[config.mk]
export PLATFORM = sky130hd
export DESIGN_NAME = status_event_registers
export DESIGN_NICKNAME = d
export VERILOG_FILES = /design/src/hdl/status_event_pkg.sv /design/src/hdl/status_event_registers.sv
export SDC_FILE = /design/constraint.sdc
export NUM_CORES = 1
export LEC_CHECK = 0
export BUFFER_PORTS_ARGS = -buffer_cell sky130_fd_sc_hd__buf_2
export CORE_MARGIN = 1
export CORE_UTILIZATION = 47
export CTS_CLUSTER_DIAMETER = 100
export DETAILED_ROUTE_END_ITERATION = 8
export GPL_TIMING_DRIVEN = 0
export PLACE_DENSITY = 0.7
export REMOVE_ABC_BUFFERS = 1
export SLEW_MARGIN = 15
export SYNTH_ARGS = -nofsm -noshare
export SYNTH_HDL_FRONTEND = slang
export SYNTH_SLANG_ARGS = --single-unit
[constraint.sdc]
create_clock -name sys_clk_i -period 2.9 [get_ports sys_clk_i]
set_input_delay 0 -clock sys_clk_i [delete_from_list [all_inputs] [get_ports sys_clk_i]]
set_output_delay 0 -clock sys_clk_i [all_outputs]
set_load 0.01 [all_outputs]
[src/hdl/status_event_pkg.sv]
// Constants, bit positions and query codes for the status event register sets.
package status_event_pkg;

   localparam int REG_W = 16;
   localparam int STD_W = 8;
   localparam int SET_COUNT = 4;

   // Register set indices.
   localparam int SET_STD = 0;
   localparam int SET_OPER = 1;
   localparam int SET_MEAS = 2;
   localparam int SET_QUES = 3;

   // Standard event bits.
   localparam int STD_OP_COMPLETE = 0;
   localparam int STD_EMPTY_READ_FAULT = 2;
   localparam int STD_INTERNAL_FAULT = 3;
   localparam int STD_RUN_FAULT = 4;
   localparam int STD_BAD_COMMAND = 5;
   localparam int STD_FRONT_KEY_REQUEST = 6;
   localparam int STD_POWER_CYCLED = 7;

   // Operation bits.
   localparam int OPER_CALIBRATING = 0;
   localparam int OPER_SWEEPING = 3;
   localparam int OPER_BUS_LINK_TRIGGER = 5;
   localparam int OPER_ARM_WAIT = 6;
   localparam int OPER_IDLE = 10;

   // Measurement bits; the five bound failures occupy the lowest bits.
   localparam int MEAS_BOUND_LSB = 0;
   localparam int MEAS_BOUND_COUNT = 5;
   localparam int MEAS_ALL_BOUNDS_PASS = 5;
   localparam int MEAS_NEW_SAMPLE_READY = 6;
   localparam int MEAS_SAMPLE_OVER_RANGE = 7;
   localparam int MEAS_LOG_HAS_TWO = 8;
   localparam int MEAS_LOG_FILLED = 9;
   localparam int MEAS_INTERLOCK = 11;
   localparam int MEAS_HEAT_FAULT = 12;
   localparam int MEAS_SOURCE_CLAMPED = 13;
   localparam int MEAS_COMPLIANCE = 14;

   // Questionable bits.
   localparam int QUES_CAL_INVALID = 8;
   localparam int QUES_CMD_WARNING = 14;

   // Bits that exist in each set; all others read as zero.
   localparam logic [REG_W-1:0] USED_MASK [SET_COUNT] = '{
      16'h00FD, 16'h0469, 16'h7BFF, 16'h4100};

   localparam logic [REG_W-1:0] EVENT_RESET = 16'h0000;
   localparam logic [REG_W-1:0] ENABLE_RESET = 16'h0000;
   localparam int LOG_HAS_TWO_LEVEL = 2;

   typedef enum logic [3:0] {
      Q_STD_EVENT, Q_OPER_EVENT, Q_MEAS_EVENT, Q_QUES_EVENT,
      Q_OPER_COND, Q_MEAS_COND, Q_QUES_COND,
      Q_STD_ENABLE, Q_OPER_ENABLE, Q_MEAS_ENABLE, Q_QUES_ENABLE
   } query_t;

   typedef enum logic {
      OPC_IDLE, OPC_WAIT
   } opc_state_t;

endpackage

[src/hdl/status_event_registers.sv]
// Standard, operation, measurement and questionable status register sets.
`timescale 1ns/10ps
`default_nettype none

module status_event_registers #(
   parameter int LOG_DEPTH = 100,
   parameter int LOG_COUNT_W = 12
) (
   input wire logic sys_clk_i,
   input wire logic reset_i,
   // Query and enable programming from the command parser.
   input wire logic query_valid_i,
   input wire logic [3:0] query_sel_i,
   output logic [15:0] response_data_o,
   output logic response_valid_o,
   input wire logic enable_write_i,
   input wire logic [1:0] enable_sel_i,
   input wire logic [15:0] enable_data_i,
   input wire logic clear_status_i,
   input wire logic status_preset_i,
   // Standard event sources.
   input wire logic opc_query_i,
   input wire logic ops_pending_i,
   input wire logic talk_read_i,
   input wire logic out_queue_empty_i,
   input wire logic internal_fault_i,
   input wire logic run_fault_i,
   input wire logic syntax_error_i,
   input wire logic unknown_command_i,
   input wire logic trigger_received_i,
   input wire logic message_in_progress_i,
   input wire logic front_key_i,
   // Operation conditions.
   input wire logic calibrating_i,
   input wire logic sweeping_i,
   input wire logic bus_link_trigger_i,
   input wire logic arm_wait_i,
   input wire logic idle_i,
   // Measurement conditions.
   input wire logic [4:0] bound_fail_i,
   input wire logic all_bounds_pass_i,
   input wire logic new_sample_ready_i,
   input wire logic sample_over_range_i,
   input wire logic [LOG_COUNT_W-1:0] log_count_i,
   input wire logic interlock_n_i,
   input wire logic heat_fault_i,
   input wire logic source_clamped_i,
   input wire logic compliance_i,
   // Questionable conditions.
   input wire logic cal_const_bad_i,
   input wire logic cal_success_i,
   input wire logic command_warning_i,
   // Summaries toward the status byte.
   output logic standard_summary_o,
   output logic operation_summary_o,
   output logic measurement_summary_o,
   output logic questionable_summary_o
);

   localparam int W = status_event_pkg::REG_W;
   localparam int N = status_event_pkg::SET_COUNT;
   localparam logic [LOG_COUNT_W-1:0] LOG_TWO =
      LOG_COUNT_W'(status_event_pkg::LOG_HAS_TWO_LEVEL);
   localparam logic [LOG_COUNT_W-1:0] LOG_FULL = LOG_COUNT_W'(LOG_DEPTH);
   // Both log thresholds are inclusive: two samples set one flag, a full log the other.

   logic [W-1:0] event_q [N];
   logic [W-1:0] next_event [N];
   logic [W-1:0] enable_q [N];
   logic [W-1:0] set_vec [N];
   logic [W-1:0] cond_prev [N];
   logic [N-1:0] read_clear;
   logic [N-1:0] summary;

   // Pin synchronisers: the first stage feeds only the second.
   // The interlock stages reset high, the idle level of its pin, so no false condition follows.
   logic key_meta;
   logic key_sync;
   logic key_prev;
   logic lock_meta;
   logic lock_sync;

   logic cal_bad_q;
   logic power_seen_q;
   status_event_pkg::opc_state_t opc_state;
   status_event_pkg::opc_state_t next_opc_state;

   wire query_t_ok = query_valid_i;
   // Codes beyond the last query fall through to the default answer of zero.
   status_event_pkg::query_t qsel;
   assign qsel = status_event_pkg::query_t'(query_sel_i);

   always_ff @(posedge sys_clk_i) begin
      if (reset_i) begin
         key_meta <= 1'b0;
         key_sync <= 1'b0;
         key_prev <= 1'b0;
         lock_meta <= 1'b1;
         lock_sync <= 1'b1;
      end else begin
         key_meta <= front_key_i;
         key_sync <= key_meta;
         key_prev <= key_sync;
         lock_meta <= interlock_n_i;
         lock_sync <= lock_meta;
      end
   end

   // Only the press edge counts; a key held down reports once.
   wire key_pressed = key_sync & ~key_prev;

   // Operation-complete is held back until pending operations finish.
   // A query that finds nothing pending sets the bit at once.
   wire opc_done = (opc_state == status_event_pkg::OPC_WAIT) && !ops_pending_i;
   wire opc_now = opc_query_i && !ops_pending_i;
   wire opc_fire = opc_now || opc_done;

   always_comb begin
      next_opc_state = opc_state;
      case (opc_state)
         status_event_pkg::OPC_IDLE: begin
            if (opc_query_i && ops_pending_i) begin
               next_opc_state = status_event_pkg::OPC_WAIT;
            end
         end
         status_event_pkg::OPC_WAIT: begin
            if (!ops_pending_i) begin
               next_opc_state = status_event_pkg::OPC_IDLE;
            end
         end
         default: begin
            next_opc_state = status_event_pkg::OPC_IDLE;
         end
      endcase
   end

   always_ff @(posedge sys_clk_i) begin
      if (reset_i) begin
         opc_state <= status_event_pkg::OPC_IDLE;
      end else begin
         opc_state <= next_opc_state;
      end
   end

   // The calibration flag stays up until a calibration succeeds; a new bad
   // constant in the same cycle wins.
   always_ff @(posedge sys_clk_i) begin
      if (reset_i) begin
         cal_bad_q <= 1'b0;
      end else begin
         cal_bad_q <= cal_const_bad_i | (cal_bad_q & ~cal_success_i);
      end
   end

   // Power cycled fires once, in the first cycle after reset release.
   // Reset stands for power-up here, so every reset yields exactly one such event.
   always_ff @(posedge sys_clk_i) begin
      if (reset_i) begin
         power_seen_q <= 1'b0;
      end else begin
         power_seen_q <= 1'b1;
      end
   end

   wire power_event = ~power_seen_q;
   wire bad_command = syntax_error_i | unknown_command_i
      | (trigger_received_i & message_in_progress_i);
   wire empty_read_fault = talk_read_i & out_queue_empty_i;

   // Standard event sources are events, not conditions. They are gathered in a
   // vector of their own so that each element of the set vector has one driver.
   logic [W-1:0] std_set;

   always_comb begin
      std_set = '0;
      std_set[status_event_pkg::STD_OP_COMPLETE] = opc_fire;
      std_set[status_event_pkg::STD_EMPTY_READ_FAULT] = empty_read_fault;
      std_set[status_event_pkg::STD_INTERNAL_FAULT] = internal_fault_i;
      std_set[status_event_pkg::STD_RUN_FAULT] = run_fault_i;
      std_set[status_event_pkg::STD_BAD_COMMAND] = bad_command;
      std_set[status_event_pkg::STD_FRONT_KEY_REQUEST] = key_pressed;
      std_set[status_event_pkg::STD_POWER_CYCLED] = power_event;
   end

   // Live condition registers of the three other sets.
   logic [W-1:0] cond [N];

   always_comb begin
      cond[status_event_pkg::SET_STD] = '0;
      cond[status_event_pkg::SET_OPER] = '0;
      cond[status_event_pkg::SET_OPER][status_event_pkg::OPER_CALIBRATING] = calibrating_i;
      cond[status_event_pkg::SET_OPER][status_event_pkg::OPER_SWEEPING] = sweeping_i;
      cond[status_event_pkg::SET_OPER][status_event_pkg::OPER_BUS_LINK_TRIGGER] =
         bus_link_trigger_i;
      cond[status_event_pkg::SET_OPER][status_event_pkg::OPER_ARM_WAIT] = arm_wait_i;
      cond[status_event_pkg::SET_OPER][status_event_pkg::OPER_IDLE] = idle_i;
      cond[status_event_pkg::SET_MEAS] = '0;
      cond[status_event_pkg::SET_MEAS][status_event_pkg::MEAS_BOUND_LSB +:
         status_event_pkg::MEAS_BOUND_COUNT] = bound_fail_i;
      cond[status_event_pkg::SET_MEAS][status_event_pkg::MEAS_ALL_BOUNDS_PASS] =
         all_bounds_pass_i;
      cond[status_event_pkg::SET_MEAS][status_event_pkg::MEAS_NEW_SAMPLE_READY] =
         new_sample_ready_i;
      cond[status_event_pkg::SET_MEAS][status_event_pkg::MEAS_SAMPLE_OVER_RANGE] =
         sample_over_range_i;
      cond[status_event_pkg::SET_MEAS][status_event_pkg::MEAS_LOG_HAS_TWO] =
         (log_count_i >= LOG_TWO);
      cond[status_event_pkg::SET_MEAS][status_event_pkg::MEAS_LOG_FILLED] =
         (log_count_i >= LOG_FULL);
      cond[status_event_pkg::SET_MEAS][status_event_pkg::MEAS_INTERLOCK] = ~lock_sync;
      cond[status_event_pkg::SET_MEAS][status_event_pkg::MEAS_HEAT_FAULT] = heat_fault_i;
      cond[status_event_pkg::SET_MEAS][status_event_pkg::MEAS_SOURCE_CLAMPED] =
         source_clamped_i;
      cond[status_event_pkg::SET_MEAS][status_event_pkg::MEAS_COMPLIANCE] = compliance_i;
      cond[status_event_pkg::SET_QUES] = '0;
      cond[status_event_pkg::SET_QUES][status_event_pkg::QUES_CAL_INVALID] = cal_bad_q;
      cond[status_event_pkg::SET_QUES][status_event_pkg::QUES_CMD_WARNING] =
         command_warning_i;
   end

   // Which event register the present query reads, and thereby clears.
   // Only event codes clear; condition and enable reads leave every register intact.
   assign read_clear[status_event_pkg::SET_STD] =
      query_t_ok && (qsel == status_event_pkg::Q_STD_EVENT);
   assign read_clear[status_event_pkg::SET_OPER] =
      query_t_ok && (qsel == status_event_pkg::Q_OPER_EVENT);
   assign read_clear[status_event_pkg::SET_MEAS] =
      query_t_ok && (qsel == status_event_pkg::Q_MEAS_EVENT);
   assign read_clear[status_event_pkg::SET_QUES] =
      query_t_ok && (qsel == status_event_pkg::Q_QUES_EVENT);

   genvar g;
   generate
      for (g = 0; g < N; g++) begin : g_set
         // Condition sets latch on the rising edge of each condition, so a
         // condition that stays up reports once and not again after a read.
         if (g == status_event_pkg::SET_STD) begin : g_std
            assign set_vec[g] = std_set;
         end else begin : g_cond
            assign set_vec[g] = cond[g] & ~cond_prev[g];
         end
         wire [W-1:0] used_set = set_vec[g] & status_event_pkg::USED_MASK[g];
         wire wipe = read_clear[g] | clear_status_i;
         // A set arriving with the clear wins over it.
         assign next_event[g] = (wipe ? '0 : event_q[g]) | used_set;
         assign summary[g] = |(event_q[g] & enable_q[g]);

         always_ff @(posedge sys_clk_i) begin
            if (reset_i) begin
               event_q[g] <= status_event_pkg::EVENT_RESET;
               cond_prev[g] <= '0;
            end else begin
               event_q[g] <= next_event[g];
               cond_prev[g] <= cond[g];
            end
         end

         // Preset wins over a write in the same cycle; enables keep only the used bits.
         wire en_hit = enable_write_i && (enable_sel_i == 2'(g));
         always_ff @(posedge sys_clk_i) begin
            if (reset_i || status_preset_i) begin
               enable_q[g] <= status_event_pkg::ENABLE_RESET;
            end else if (en_hit) begin
               enable_q[g] <= enable_data_i & status_event_pkg::USED_MASK[g];
            end
         end
      end
   endgenerate

   // Summaries are plain logic on the event and enable flops: they never latch, so a
   // read or a clear drops them in the cycle after the clearing edge.
   assign standard_summary_o = summary[status_event_pkg::SET_STD];
   assign operation_summary_o = summary[status_event_pkg::SET_OPER];
   assign measurement_summary_o = summary[status_event_pkg::SET_MEAS];
   assign questionable_summary_o = summary[status_event_pkg::SET_QUES];

   // Response selection; condition registers are read-only and never cleared.
   logic [W-1:0] next_response;

   always_comb begin
      case (qsel)
         status_event_pkg::Q_STD_EVENT: next_response = event_q[status_event_pkg::SET_STD];
         status_event_pkg::Q_OPER_EVENT: next_response = event_q[status_event_pkg::SET_OPER];
         status_event_pkg::Q_MEAS_EVENT: next_response = event_q[status_event_pkg::SET_MEAS];
         status_event_pkg::Q_QUES_EVENT: next_response = event_q[status_event_pkg::SET_QUES];
         status_event_pkg::Q_OPER_COND: next_response =
            cond[status_event_pkg::SET_OPER] & status_event_pkg::USED_MASK[1];
         status_event_pkg::Q_MEAS_COND: next_response =
            cond[status_event_pkg::SET_MEAS] & status_event_pkg::USED_MASK[2];
         status_event_pkg::Q_QUES_COND: next_response =
            cond[status_event_pkg::SET_QUES] & status_event_pkg::USED_MASK[3];
         status_event_pkg::Q_STD_ENABLE: next_response = enable_q[status_event_pkg::SET_STD];
         status_event_pkg::Q_OPER_ENABLE: next_response = enable_q[status_event_pkg::SET_OPER];
         status_event_pkg::Q_MEAS_ENABLE: next_response = enable_q[status_event_pkg::SET_MEAS];
         status_event_pkg::Q_QUES_ENABLE: next_response = enable_q[status_event_pkg::SET_QUES];
         default: next_response = '0;
      endcase
   end

   // The answer is captured at the edge that takes the query; an event register read
   // here is cleared at that same edge, and the answer holds until the next query.
   always_ff @(posedge sys_clk_i) begin
      if (reset_i) begin
         response_data_o <= '0;
         response_valid_o <= 1'b0;
      end else begin
         response_valid_o <= query_valid_i;
         if (query_valid_i) begin
            response_data_o <= next_response;
         end
      end
   end

endmodule

`default_nettype wire

==> results by group <==
Clocking
  • CTS tree: done
  • Num CTS Buffers: 9
  • Clock latency on the worst-skew pair: 0.36 ns
  • Clock-pin slew on the worst setup and hold paths: 0.11 ns
  • Longest Clk Path Bufs: 2
  • CTS Sinks: 101
  • H-tree Lvls: 3
  • Post-CTS sizing: 0
  • Root Driver: clkbuf_8

Setup path
  • Worst Path Class, Setup: in2reg
  • Worst reg-to-reg path cell count: 4
  • CP arrival: 2.23 ns
  • WP data required: 3.13 ns
  • Startpoint types: input pin
  • Reg2reg setup slack: 1.54 ns
  • R2R Path Start: enable_q[0][6]
  • Worst flop-to-flop path endpoint: response_data_o[6]
  • Crit. End Element: register
  • Worst-path maximum fanout: 7

Floorplanning
  • Num rows: 34
  • Die Ht: 97.3 um
  • Die Wd: 97.3 um
  • Initial Util: 48.7%
  • Die ar.: 9470 sq um
  • Ports: 92
  • Core Area: 8760 sq um

Placement
  • Port bufs: 88
  • Area of placed instances: 4770 sq um
  • DP HPWL: 7340 um
  • Dpl cells: 584
  • Final Wtd Congestion: 0.910
  • Worst slack at placement: 0.493 ns

Route
  • Antenna-violating nets left: 0
  • DRC errors left: 0
  • DR pass1 iterations: 6
  • Iter 0 DRT Violations: 384
  • Vias per cell: 5.56
  • Total Wirelength: 11000 um
  • Wire per inst: 16.9 um
  • Vias: 3611

STA
  • Final worst-path cycle share: 69.1%
  • RSZ-0062 raised after global routing: false
  • # setup viols final: 0
  • Final hold viol count: 0
  • Max Clock Freq: 0.499 GHz
  • Rel. slew slack: 24.2%
  • Final worst slack: 0.896 ns
  • Tmin final: 2.00 ns
  • Final Max Tran Viols: 0
  • Worst slew pin tran: 1.13 ns
  • Setup TNS Final: 0 ns
  • Fin Clk Skew: 0.0114 ns

Logic synthesis
  • Xor and xnor area share after synthesis: 0%
  • Synth Area in Adders: 0%
  • Ys Warns: 0
  • Syn avg cell area: 10.5 sq um
  • Compound-cell area share of the yosys netlist: 19.7%
  • Ranking of synthesized cells by area: dfxtp_1 (34%), edfxtp_1 (20%), a22o_1 (5.5%), and2_1 (4.2%), nor2b_1 (3.8%)
  • Multiplexer area fraction after synthesis: 2.05%
  • Simple logic cell fraction of the synthesized area: 19.6%
  • Seq/Total Area, Yosys: 53.9%
  • Synth Cell Area: 4270 sq um
  • Largest area contributor in the synthesized netlist: dfxtp_1
  • Mapped Cells: 408
  • Flops & latches, synth: 101
  • Synth unique cells: 49
  • FFs w/ async S/R, synth: 0%
  • Number of synthesized flops with an enable pin: 28
  • Top-area cell type share of the netlist area: 34.2%
  • Top FF cell, synth: dfxtp_1
  • Combinational family with the most area after synthesis: compound AO/OA/AOI/OAI gates

Global routing
  • Met2 usage: 36.5%
  • Met1 Usage GRT: 34.1%
  • Aggregate global-route resource usage: 23.6%
  • Met3 Track Usage GR: 2.52%
  • Global-route wire length before repair: 17600 um
  • Initial antenna violation count: 0
  • Vias in the first global route: 3392
  • GR peak layer: met2
  • Grt ovf: 0
  • Largest net degree at the start of global routing: 51

Worst hold path
  • Hold Path End: enable_q[3][8]
  • Hold Path Stages: 3
  • Worst min path class: in2reg
  • Hold path start: status_preset_i

Final layout
  • P&R area growth vs syn: 28.5%
  • # diodes: 0
  • Fin cells: 650
  • Final nets: 608
  • Fraction of layout instances using a drive strength above 1: 22.5%
  • Design area: 5490 sq um

Outcome
  • Status: finished, final reports clean

Power
  • VDD IR-drop max: 0.000212 V
  • Lkg Pwr: 0.00232 uW
  • Pwr dens: 516 nW/um^2

Run
  • Max cap viols: 0
## metal layers
metal / part of all wire (%) / vias up
met1: 46 / 1693
met4: 2.1 / 0
met2: 46 / 154
met3: 5.9 / 19
met5: 0 / -
li1: - / 1745
## Yosys cell counts, types with 3 or more instances
master     instances
nor2b_1           26
a211oi_1           4
or2_2              3
nor3b_1            5
a22oi_1           11
and2_1            29
edfxtp_1          28
and3b_1            6
a32o_1             4
nand3_1            3
dfxtp_1           73
inv_1             25
a22o_1            27
mux2_2             6
a21oi_1           16
nor2_1            23
a222oi_1           9
buf_2             11
o31ai_1            4
nand3b_1           6
a221oi_1           3
clkbuf_1           9
nand2_1           23
nor3_1             3
a2bb2oi_1          4
o21ai_1            7
o21ai_0            9
## report_power, final
group / switching, uW / internal (uW)
clock network: 507 / 405
logic: 167 / 171
registers: 55.2 / 1530
## how the worst max path moves through the flow
stage / start / to / slack, ns
5_1_grt: query_valid_i / event_q[0][2] / 0.79
3_5_place_dp: query_sel_i[1] / event_q[2][12] / 0.49
4_1_cts: query_sel_i[1] / event_q[2][7] / 0.88
3_3_place_gp: query_sel_i[1] / event_q[2][6] / 0.25
6_report: query_valid_i / event_q[0][2] / 0.90
2_1_floorplan: enable_sel_i[0] / enable_q[2][0] / 1.32
## state kept, by name, summed over array words and instances (netlist names)
register,count
enable_q,28
event_q,28
cond_prev,21
response_data_o,15
cal_bad_q,1
key_meta,1
key_prev,1
key_sync,1
lock_meta,1
lock_sync,1
opc_state,1
power_seen_q,1
response_valid_o,1
## layout by cell type, fill, tap and decap left out, drive strengths merged, types with 2 or more instances in the layout
| master | instances |
|---|---|
| nand2 | 23 |
| clkbuf | 11 |
| dfxtp | 73 |
| a211o | 2 |
| nand4 | 2 |
| nor3b | 5 |
| or2 | 3 |
| a222oi | 9 |
| a21oi | 16 |
| mux2i | 2 |
| edfxtp | 28 |
| a221o | 2 |
| nand3b | 6 |
| nand2b | 2 |
| a22o | 27 |
| nand3 | 3 |
| mux2 | 6 |
| a221oi | 3 |
| o21ai | 16 |
| or3 | 2 |
| a31oi | 2 |
| o2bb2ai | 2 |
| and3b | 6 |
| and2 | 29 |
| a22oi | 11 |
| nor3 | 3 |
| nor4bb | 2 |
| dlygate4sd3 | 50 |
| a32o | 4 |
| a211oi | 4 |
| buf | 90 |
| nor2 | 23 |
| o31ai | 4 |
| nor2b | 26 |
| a2bb2oi | 4 |
| inv | 28 |
## logic make-up after synthesis
kind of cell    count (synthesis)
flops                         101
simple gates                  141
buf+inv                        47
mux                             8
other cells                     1
compound gates                110
## critical path: stages
cell and delay, ns:
dlygate4sd3_1 0.52, buf_2 0.16, nor3b_1 0.38, a21oi_1 0.30, a22oi_1 0.25, dlygate4sd3_1 0.58, nor2_1 0.04
## stage by stage
| stage | total power (uW) | hold WS [ns] | utilization (%) |
|---|---|---|---|
| after floorplan | 1740 | 0.0565 | - |
| after global placement | 1880 | 0.182 | 54.1 |
| after detailed placement | 1890 | 0.188 | 54.4 |
| after CTS | 2830 | 0.0222 | 62.5 |
| after global routing | 2950 | 0.0490 | 62.6 |
| final | 2830 | 0.0364 | 62.6 |
## cell type report
type                    instances  area, sq um
clock inverters                 5         47.5
well taps                     108          135
multi-input cells             260         1790
inverters                      25         93.8
repair buffers                140          957
clock buffers                  11          163
fillers                       726         3280
flip-flops and latches        101         2300
## what timing repair did
item | 4_1_cts | 5_1_grt
hold buffers | 50 | 0
endpoints found under the hold margin | 57 | 0
buffers inserted | 0 | 0
(Power assumes the default switching activity.)
